### src/sarc_pkg.sv
/*
  package for the converter control block: field widths, encodings,
  reset values and timing counts.
  assumes a single 40 MHz system clock domain.
*/
package sarc_pkg;

  // field widths
  localparam int unsigned RES_W  = 10;
  localparam int unsigned CHAN_W = 6;
  localparam int unsigned PREF_W = 2;

  // conversion length in bit periods, and system clocks per bit period
  localparam int unsigned CONV_PERIODS = 12;
  localparam int unsigned BIT_CLKS     = 4;
  localparam int unsigned STEP_W       = 4;
  localparam int unsigned DIV_W        = 8;

  // channel codes (encoding of this block)
  localparam logic [5:0] CHAN_PORTA0 = 6'h00;
  localparam logic [5:0] CHAN_PORTB4 = 6'h0C;
  localparam logic [5:0] CHAN_PORTC0 = 6'h10;
  localparam logic [5:0] CHAN_TEMP   = 6'h3C;
  localparam logic [5:0] CHAN_DAC    = 6'h3D;
  localparam logic [5:0] CHAN_FVR    = 6'h3E;
  localparam logic [5:0] CHAN_GND    = 6'h3F;

  // positive reference encodings
  localparam logic [1:0] PREF_PIN    = 2'h0;
  localparam logic [1:0] PREF_SUPPLY = 2'h1;
  localparam logic [1:0] PREF_FVR2   = 2'h2;
  localparam logic [1:0] PREF_FVR4   = 2'h3;

  // reset values
  localparam logic [9:0] RESULT_RST = 10'h000;
  localparam logic [5:0] CHAN_RST   = 6'h00;

  // selections latched at conversion start
  typedef struct packed {
    logic [5:0] chan;
    logic [1:0] pref;
    logic       nref;
  } sarc_sel_t;

  // conversion state
  typedef enum logic [1:0] {
    SARC_IDLE = 2'b00,
    SARC_CONV = 2'b01,
    SARC_DONE = 2'b11
  } sarc_state_t;

endpackage

### src/sarc_approx.sv
/*
  successive approximation register: one bit decided per step, msb first.
  assumes the comparator input is valid when step_i pulses.
*/
`timescale 1ns/1ps
module sarc_approx #(
  parameter int unsigned WIDTH = 10
) (
  // clock and reset
  input  wire logic             clk_i,
  input  wire logic             reset_i,
  // control
  input  wire logic             start_i,
  input  wire logic             step_i,
  input  wire logic             comp_high_i,
  // trial code toward the dac, and ready flag
  output logic [WIDTH-1:0]      trial_o,
  output logic                  ready_o
);

  logic [WIDTH-1:0] mask_reg;
  logic [WIDTH-1:0] code_reg;

  // trial code with the bit under test set
  always_ff @(posedge clk_i) begin
    if (reset_i || start_i) begin
      code_reg <= '0;
      mask_reg <= {1'b1, {(WIDTH-1){1'b0}}};
    end else if (step_i && (mask_reg != '0)) begin
      if (!comp_high_i) begin
        code_reg <= code_reg | mask_reg; // input above trial: keep bit
      end
      mask_reg <= mask_reg >> 1;
    end
  end

  assign trial_o = code_reg | mask_reg;
  assign ready_o = (mask_reg == '0);

endmodule

### src/sarc_top.sv
/*
  converter control: channel and reference selection into one sample and
  hold, conversion sequencing, result pair and completion flag.
  assumes software-side bits arrive as synchronous levels and pulses, and
  that the analog comparator answers within one system clock.
*/
`timescale 1ns/1ps
module sarc_top #(
  parameter int unsigned BIT_CLKS = sarc_pkg::BIT_CLKS,
  parameter bit          LOW_VOLTAGE = 1'b0
) (
  // clock and reset
  input  wire logic                  clk_i,
  input  wire logic                  reset_i,
  // software control
  input  wire logic                  converter_enable_i,
  input  wire logic                  go_set_i,
  input  wire logic [5:0]            input_channel_select_i,
  input  wire logic [1:0]            positive_reference_select_i,
  input  wire logic                  negative_reference_select_i,
  input  wire logic                  result_justify_select_i,
  input  wire logic                  irq_flag_clear_i,
  input  wire logic                  irq_enable_i,
  input  wire logic                  sleeping_i,
  // analog side
  input  wire logic                  comp_high_i,
  // analog control outputs
  output logic [5:0]                 mux_channel_o,
  output logic [1:0]                 pos_ref_o,
  output logic                       neg_ref_o,
  output logic                       sample_hold_o,
  output logic [9:0]                 dac_trial_o,
  // status outputs
  output logic                       go_busy_o,
  output logic                       conversion_done_irq_flag_o,
  output logic                       wake_o,
  output logic [7:0]                 result_high_byte_o,
  output logic [7:0]                 result_low_byte_o
);

  sarc_pkg::sarc_state_t state_reg;
  sarc_pkg::sarc_sel_t   sel_reg;
  logic                  enable_d_reg;
  logic [7:0]            div_reg;
  logic [3:0]            period_reg;
  logic                  bit_tick;
  logic                  sar_start;
  logic                  sar_step;
  logic [9:0]            trial;
  logic [9:0]            code_reg;
  logic                  go_accept;
  logic                  finish;

  // go counts only when the block was already enabled before this cycle
  assign go_accept = go_set_i && converter_enable_i && enable_d_reg
                     && (state_reg == sarc_pkg::SARC_IDLE);
  assign bit_tick  = (div_reg == 8'(BIT_CLKS - 1));
  assign finish    = (state_reg == sarc_pkg::SARC_CONV) && bit_tick
                     && (period_reg == 4'(sarc_pkg::CONV_PERIODS - 1));
  assign sar_start = go_accept;
  // periods 0 and 1 sample and settle, 2..11 decide the ten bits
  assign sar_step  = (state_reg == sarc_pkg::SARC_CONV) && bit_tick && (period_reg >= 4'h2);

  // enable history for the same-write guard
  always_ff @(posedge clk_i) begin
    if (reset_i) enable_d_reg <= 1'b0;
    else         enable_d_reg <= converter_enable_i;
  end

  // conversion sequencing; disable aborts
  always_ff @(posedge clk_i) begin
    if (reset_i || !converter_enable_i) begin
      state_reg <= sarc_pkg::SARC_IDLE;
    end else begin
      unique case (state_reg)
        sarc_pkg::SARC_IDLE: if (go_accept) state_reg <= sarc_pkg::SARC_CONV;
        sarc_pkg::SARC_CONV: if (finish) state_reg <= sarc_pkg::SARC_DONE;
        sarc_pkg::SARC_DONE: state_reg <= sarc_pkg::SARC_IDLE;
        default:             state_reg <= sarc_pkg::SARC_IDLE;
      endcase
    end
  end

  // bit period divider and period counter
  always_ff @(posedge clk_i) begin
    if (reset_i || state_reg != sarc_pkg::SARC_CONV) begin
      div_reg    <= '0;
      period_reg <= '0;
    end else if (bit_tick) begin
      div_reg    <= '0;
      period_reg <= period_reg + 4'h1;
    end else begin
      div_reg <= div_reg + 8'h01;
    end
  end

  // selections latched at go; on low-voltage parts 4.096V falls back to 2.048V only in the latched copy used during conversion
  always_ff @(posedge clk_i) begin
    if (reset_i) begin
      sel_reg <= '{chan: sarc_pkg::CHAN_RST, pref: sarc_pkg::PREF_PIN, nref: 1'b0};
    end else if (go_accept) begin
      sel_reg.chan <= input_channel_select_i;
      sel_reg.pref <= (LOW_VOLTAGE && positive_reference_select_i == sarc_pkg::PREF_FVR4)
                      ? sarc_pkg::PREF_FVR2 : positive_reference_select_i;
      sel_reg.nref <= negative_reference_select_i;
    end
  end

  // analog control: mux and sample-and-hold, live when idle
  always_ff @(posedge clk_i) begin
    if (reset_i) begin
      mux_channel_o <= sarc_pkg::CHAN_RST;
      pos_ref_o     <= sarc_pkg::PREF_PIN;
      neg_ref_o     <= 1'b0;
      sample_hold_o <= 1'b0;
      dac_trial_o   <= '0;
    end else begin
      mux_channel_o <= (state_reg == sarc_pkg::SARC_CONV) ? sel_reg.chan
                       : input_channel_select_i;
      pos_ref_o     <= (state_reg == sarc_pkg::SARC_CONV) ? sel_reg.pref
                       : positive_reference_select_i;
      neg_ref_o     <= (state_reg == sarc_pkg::SARC_CONV) ? sel_reg.nref
                       : negative_reference_select_i;
      // track while idle and enabled, hold during decisions
      sample_hold_o <= converter_enable_i && !((state_reg == sarc_pkg::SARC_CONV)
                       && period_reg >= 4'h1);
      dac_trial_o   <= trial;
    end
  end

  sarc_approx #(
    .WIDTH (sarc_pkg::RES_W)
  ) u_approx (
    .clk_i       (clk_i),
    .reset_i     (reset_i),
    .start_i     (sar_start),
    .step_i      (sar_step),
    .comp_high_i (comp_high_i),
    .trial_o     (trial),
    .ready_o     ()
  );

  // result capture at finish; the lsb is still under test here, so its
  // decision comes straight from the comparator
  always_ff @(posedge clk_i) begin
    if (reset_i) code_reg <= sarc_pkg::RESULT_RST;
    else if (finish) code_reg <= {trial[9:1], !comp_high_i};
  end

  // justified result pair, follows the format bit at any time
  always_ff @(posedge clk_i) begin
    if (reset_i) begin
      result_high_byte_o <= '0;
      result_low_byte_o  <= '0;
    end else if (result_justify_select_i) begin
      result_high_byte_o <= {6'h00, code_reg[9:8]}; // right
      result_low_byte_o  <= code_reg[7:0];
    end else begin
      result_high_byte_o <= code_reg[9:2]; // left
      result_low_byte_o  <= {code_reg[1:0], 6'h00};
    end
  end

  // go bit, completion flag (set wins over clear) and wake
  always_ff @(posedge clk_i) begin
    if (reset_i) begin
      go_busy_o                  <= 1'b0;
      conversion_done_irq_flag_o <= 1'b0;
      wake_o                     <= 1'b0;
    end else begin
      go_busy_o <= go_accept || (go_busy_o && !finish && converter_enable_i);
      if (finish) conversion_done_irq_flag_o <= 1'b1;
      else if (irq_flag_clear_i) conversion_done_irq_flag_o <= 1'b0;
      wake_o <= sleeping_i && irq_enable_i
                && (finish || conversion_done_irq_flag_o);
    end
  end

endmodule

### config.mk
export PLATFORM = sky130hd
export DESIGN_NAME = sarc_top
export DESIGN_NICKNAME = d
export VERILOG_FILES = /design/src/sarc_pkg.sv /design/src/sarc_approx.sv /design/src/sarc_top.sv
export SDC_FILE = /design/constraint.sdc
export NUM_CORES = 1
export LEC_CHECK = 0
export ABC_AREA = 1
export BUFFER_PORTS_ARGS = -buffer_cell sky130_fd_sc_hd__buf_2
export CORE_ASPECT_RATIO = 0.75
export CORE_MARGIN = 2
export CORE_UTILIZATION = 23
export CTS_CLUSTER_DIAMETER = 30
export DETAILED_ROUTE_END_ITERATION = 6
export GPL_TIMING_DRIVEN = 0
export PLACE_DENSITY = 0.41
export SETUP_SLACK_MARGIN = 0.5
export SKIP_CTS_REPAIR_TIMING = 1
export SYNTH_ARGS = -nofsm -noshare
export SYNTH_HDL_FRONTEND = slang
export SYNTH_SLANG_ARGS = --single-unit
### constraint.sdc
create_clock -name clk_i -period 3.4 [get_ports clk_i]
set_input_delay 0.34 -clock clk_i [delete_from_list [all_inputs] [get_ports clk_i]]
set_output_delay 0.34 -clock clk_i [all_outputs]
set_load 0.02 [all_outputs]
# After elaboration in Yosys (flattened, before gate mapping)
# Cells that the tools add are included.
dict set report totals {
  register_bits 93
  in_bits 18
  out_inout_bits 39
  elab_cells 75
}
dict set report classes {
  add_sub_neg 2
  magnitude_cmp 2
  eq_ne 6
  mux 10
  n_bitwise 3
  n_reduce_logical 30
}
# cell count
set op_table {}
lappend op_table {{$logic_and A1 B1 Y1} 13}
lappend op_table {{$or A10 B10 Y10} 1}
lappend op_table {{$reduce_bool A10 Y1} 1}
lappend op_table {{$add A8 B1 Y8 const B} 1}
lappend op_table {{$eq A8 B2 Y1 const B} 1}
lappend op_table {{$mux W2} 4}
lappend op_table {{$mux W8} 1}
lappend op_table {{$mux W6} 1}
lappend op_table {{$reduce_or A2 Y1} 3}
lappend op_table {{$logic_or A1 B1 Y1} 5}
lappend op_table {{$add A4 B1 Y4 const B} 1}
lappend op_table {{$eq A4 B4 Y1 const B} 1}
lappend op_table {{$ge A4 B1 Y1 const B} 1}
lappend op_table {{$ge A4 B2 Y1 const B} 1}
lappend op_table {{$logic_not A1 Y1} 4}
lappend op_table {{$ne A2 B2 Y1 const B} 2}
lappend op_table {{$pmux W2 S2} 1}
lappend op_table {{$reduce_and A2 Y1} 2}
lappend op_table {{$mux W1} 3}
lappend op_table {{$eq A2 B1 Y1 const B} 1}
lappend op_table {{$logic_not A2 Y1} 1}
lappend op_table {{$ne A2 B1 Y1 const B} 1}
lappend op_table {{$not A1 Y1} 2}
lappend op_table {{$reduce_bool A2 Y1} 1}

# Logic depth before layout (Yosys ltp)
dict set report depth {
  word_depth 7
  depth_mapped 10
}

# Modules after synthesis
# From an unflattened synthesis, not the netlist that was laid out.
dict set report unflattened {
  hier_cells 432
  hier_area_um2 3439.5
}
# mod instances cells_each area_each_um2
set by_module_without_submodules {}
lappend by_module_without_submodules {sarc_top 1 318 2578.7}
lappend by_module_without_submodules {sarc_approx 1 114 860.8}

# Worst setup path after synthesis
# No wires, ideal clock.
dict set report synth_timing {
  path_kind {reg-to-reg}
  startpoint {reg div_reg[0]}
  endpoint {reg code_reg[4]}
  setup_time_ns 0.119
  arrival_time_ns 1.279
  t_required_ns 3.281
  path_slack_ns 2.002
  stages_incl_launch_ff 8
  path_buffers 1
  path_cell_list {dfxtp_1 > ha_1 > nand2_1 > nor2_2 > nand4_1 > buf_2 > o21ai_0 > a21oi_1}
}
dict set report synth_via {
  elab_chain_cells 3
}
# element line_no
set synth_lines {}
lappend synth_lines {{from (decl)} sarc_top.sv:44} ;# logic [7:0] div_reg;
lappend synth_lines {{from (signal assigned)} sarc_top.sv:93} ;# div_reg <= div_reg + 8'h01;
lappend synth_lines {{$eq A8 B2 Y1} sarc_top.sv:57} ;# assign bit_tick = (div_reg == 8'(BIT_CLKS - 1));
lappend synth_lines {{$logic_and A1 B1 Y1} sarc_top.sv:58} ;# assign finish = (state_reg == sarc_pkg::SARC_CONV) && bit_tick
lappend synth_lines {{$logic_and A1 B1 Y1} sarc_top.sv:59} ;# && (period_reg == 4'(sarc_pkg::CONV_PERIODS - 1));
lappend synth_lines {{to (signal assigned)} sarc_top.sv:146} ;# if (reset_i) code_reg <= sarc_pkg::RESULT_RST;
lappend synth_lines {{to (signal assigned)} sarc_top.sv:147} ;# else if (finish) code_reg <= {trial[9:1], !comp_high_i};
lappend synth_lines {{to (decl)} sarc_top.sv:50} ;# logic [9:0] code_reg;
# No other way between the ends.
# A chain may end at the register's enable or synchronous reset.

# Final worst setup path
dict set report layout_timing {
  startpoint {reg div_reg[0]}
  endpoint {reg code_reg[6]}
}
# Same word-level chain as after synthesis.

==> impl_metrics.env <==
export IMPL_netlist_instances=392
export IMPL_ir_worst_vdd_v=0.000217
export IMPL_layout_nets=482
export IMPL_tightest_slew_ps=684
export IMPL_skew_ps=9.72
export IMPL_synth_fp_nets=415
export IMPL_numClockSinks=93
export IMPL_finalSetupTns_ps=0
export IMPL_numCtsBuffers=9
export IMPL_layout_common_cells="93 x dfxtp_1, 68 x nor2_1, 59 x buf_2, 53 x inv_1, 43 x a21oi_1"
export IMPL_leakage_uw=0.00174
export IMPL_grt_first_pass_wirelength_um=12100
export IMPL_layout_drive_gt1_share_pct=19.6
export IMPL_rsz0062_at_grt="no"
export IMPL_synth_cell_types=28
export IMPL_mostFrequentLayoutCell="dfxtp_1"
export IMPL_r2r_start="div_reg[0]"
export IMPL_syn_area_per_cell_um2=8.32
export IMPL_die_h_um=107
export IMPL_hold_violations=0
export IMPL_dp_hpwl_um=5190
export IMPL_finalPower_uw=2230
export IMPL_cp_end_kind="register"
export IMPL_firstDrtPassIters=4
export IMPL_portBuffers=56
export IMPL_grt_ovfl_total=0
export IMPL_ys_top_cells_by_area="dfxtp_1 57%, nor2_1 7.8%, a21oi_1 6.6%"
export IMPL_reg2reg_depth=7
export IMPL_num_vias=2568
export IMPL_critPathArrivalTime_ps=2010
export IMPL_relSlewSlack_pct=54.1
export IMPL_wl_per_cell_um=11.2
export IMPL_initial_utilization_pct=23.7
export IMPL_hold_depth=3
export IMPL_hp_class="input port to register"
export IMPL_r2r_end="code_reg[6]"
export IMPL_syn_cell_area_um2=3260
export IMPL_route_detailed_drc=0
export IMPL_max_freq_ghz=0.562
export IMPL_path_class="register to register"
export IMPL_grt_max_degree=18
export IMPL_nFillCells=1494
export IMPL_yosysTopAreaCell="dfxtp_1"
export IMPL_place_congestion=0.756
export IMPL_period_share_pct=52.3
export IMPL_regArea_um2=1860
export IMPL_htree_levels=3
export IMPL_cp_max_fo=10
export IMPL_crit_chain="ha_1 -> nand2_1 -> nor2_2 -> nand4_1 -> buf_2 -> o21ai_0 -> a21oi_1"
export IMPL_worst_path_max_delay_cell="dfxtp_1"
export IMPL_required_ps=3630
export IMPL_syn2layout_area_growth_pct=24.9
export IMPL_whs_endpoint="sel_reg[1]"
export IMPL_antenna_found_initial=0
export IMPL_synth_top_area_share_pct=57.1
export IMPL_maxCapViolCount=0
export IMPL_cpPeakStageDelay_ps=360
export IMPL_drv_slew=0
export IMPL_critPathLaunchType="register"
export IMPL_path_buf_inv=1
export IMPL_pin_count=57
export IMPL_cts_path_max_buffers=2
export IMPL_r2r_slack_ps=1620
export IMPL_cts_root_buffer="clkbuf_16"
export IMPL_grt_pass1_vias=2478
export IMPL_clk_pin_slew_ps=70
export IMPL_min_period_ps=1780
export IMPL_track_usage_pct=10.2
export IMPL_wirelength_um=7180
export IMPL_dr_first_iter_drc_count=109
export IMPL_p_per_area_nw_per_um2=547
export IMPL_worst_skew_pair_late_latency_ps=340
export IMPL_setup_violations=0
export IMPL_row_count=37
export IMPL_critical_path_top_delay_family="simple AND/OR/NAND/NOR gates"
export IMPL_core_area_um2=13800
export IMPL_multi_input_area_um2=1120
export IMPL_crit_start="div_reg[0]"
export IMPL_dieArea_um2=15200
export IMPL_ant_nets=0
export IMPL_antenna_cells=0
export IMPL_status="finished, final reports clean"
export IMPL_seq_area_frac_synth_pct=57.1
export IMPL_yosysWarnings=0
export IMPL_ys_seq_elements=93
export IMPL_vias_per_cell=4.02
export IMPL_chipWidth_um=142
export IMPL_cts_tree="yes"
export IMPL_min_delay_start="positive_reference_select_i[0]"
==> worst reg2reg max path: cells and delay by family (launching register included) <==
family | cells | cell delay [ps]
AND/OR/NAND/NOR | 3 | 560
flip-flops | 1 | 360
buffers and inverters | 1 | 280
AO/OA/AOI/OAI | 2 | 250
adder cells (fa/ha/maj) | 1 | 230
==> Yosys cell counts <==
| cell type | number |
|---|---|
| a21oi_1 | 43 |
| o21ai_1 | 1 |
| buf_6 | 2 |
| nor2_1 | 68 |
| nand4_1 | 1 |
| nand2_4 | 1 |
| buf_4 | 2 |
| clkbuf_1 | 6 |
| inv_1 | 53 |
| o22ai_1 | 4 |
| buf_2 | 3 |
| a211oi_1 | 1 |
| or2_2 | 2 |
| nor3_2 | 1 |
| nor2_4 | 1 |
| dfxtp_1 | 93 |
| o21ai_0 | 32 |
| nand3b_1 | 1 |
| inv_2 | 2 |
| and3_1 | 1 |
| xor2_1 | 3 |
| nand2_1 | 34 |
| nand2_2 | 1 |
| nor2_2 | 3 |
| nor3_1 | 3 |
| nand3_2 | 1 |
| ha_1 | 5 |
| nand3_1 | 24 |
==> stage by stage <==
stage | utilization [%] | cell area (um2) | worst slack, ps | cells | hold slack (ps)
detailed placement | 27.3 | 3760 | 1570 | 623 | 438
floorplan | - | 3260 | 2000 | 392 | 409
CTS | 29.5 | 4080 | 1600 | 639 | 219
global route | 29.5 | 4080 | 1360 | 639 | 246
finish | 29.5 | 4080 | 1620 | 639 | 233
global placement | 27.3 | 3760 | 1580 | 623 | 433
==> report_power, final <==
part           internal [uW]  total [uW]  switching, uW
combinational           24.4        74.7           50.3
sequential              1100        1100           2.88
clock                    603        1050            449
==> how the worst max path moves through the flow <==
| stage | slack (ps) | cells after the start | to |
|---|---|---|---|
| after CTS | 1600 | 7 | code_reg[6] |
| after global placement | 1580 | 7 | u_approx.code_reg[0] |
| after global routing | 1360 | 7 | code_reg[4] |
| after floorplan | 2000 | 7 | code_reg[4] |
| final | 1620 | 7 | code_reg[6] |
| after detailed placement | 1570 | 7 | u_approx.code_reg[0] |
==> per-layer routing <==
metal	vias up	global-route usage [%]	wire length [um]
met4	0	4.50	136
met3	11	3.35	342
met5	-	0	0
met2	43	15.4	3000
li1	1377	-	-
met1	1137	13.2	3700
==> layout make-up <==
| class | count | share of cell area, % |
|---|---|---|
| inverters | 55 | 5.06 |
| clock inverters | 6 | 1.84 |
| well taps | 175 | 5.37 |
| multi-input cells | 231 | 27.5 |
| repair buffers | 56 | 6.88 |
| clock buffers | 10 | 5.86 |
| plain buffers | 13 | 1.84 |
| flip-flops and latches | 93 | 45.7 |
==> logic make-up after synthesis <==
group	count (synthesis)	share of synthesized area, %
AOI/OAI and AO/OA	81	12.7
xor gates and xnor gates	3	0.805
and+or+nand+nor	142	18.9
adders and majority gates	5	1.92
DFF	93	57.1
buffers and inverters	68	8.63
(Power assumes the default switching activity.)
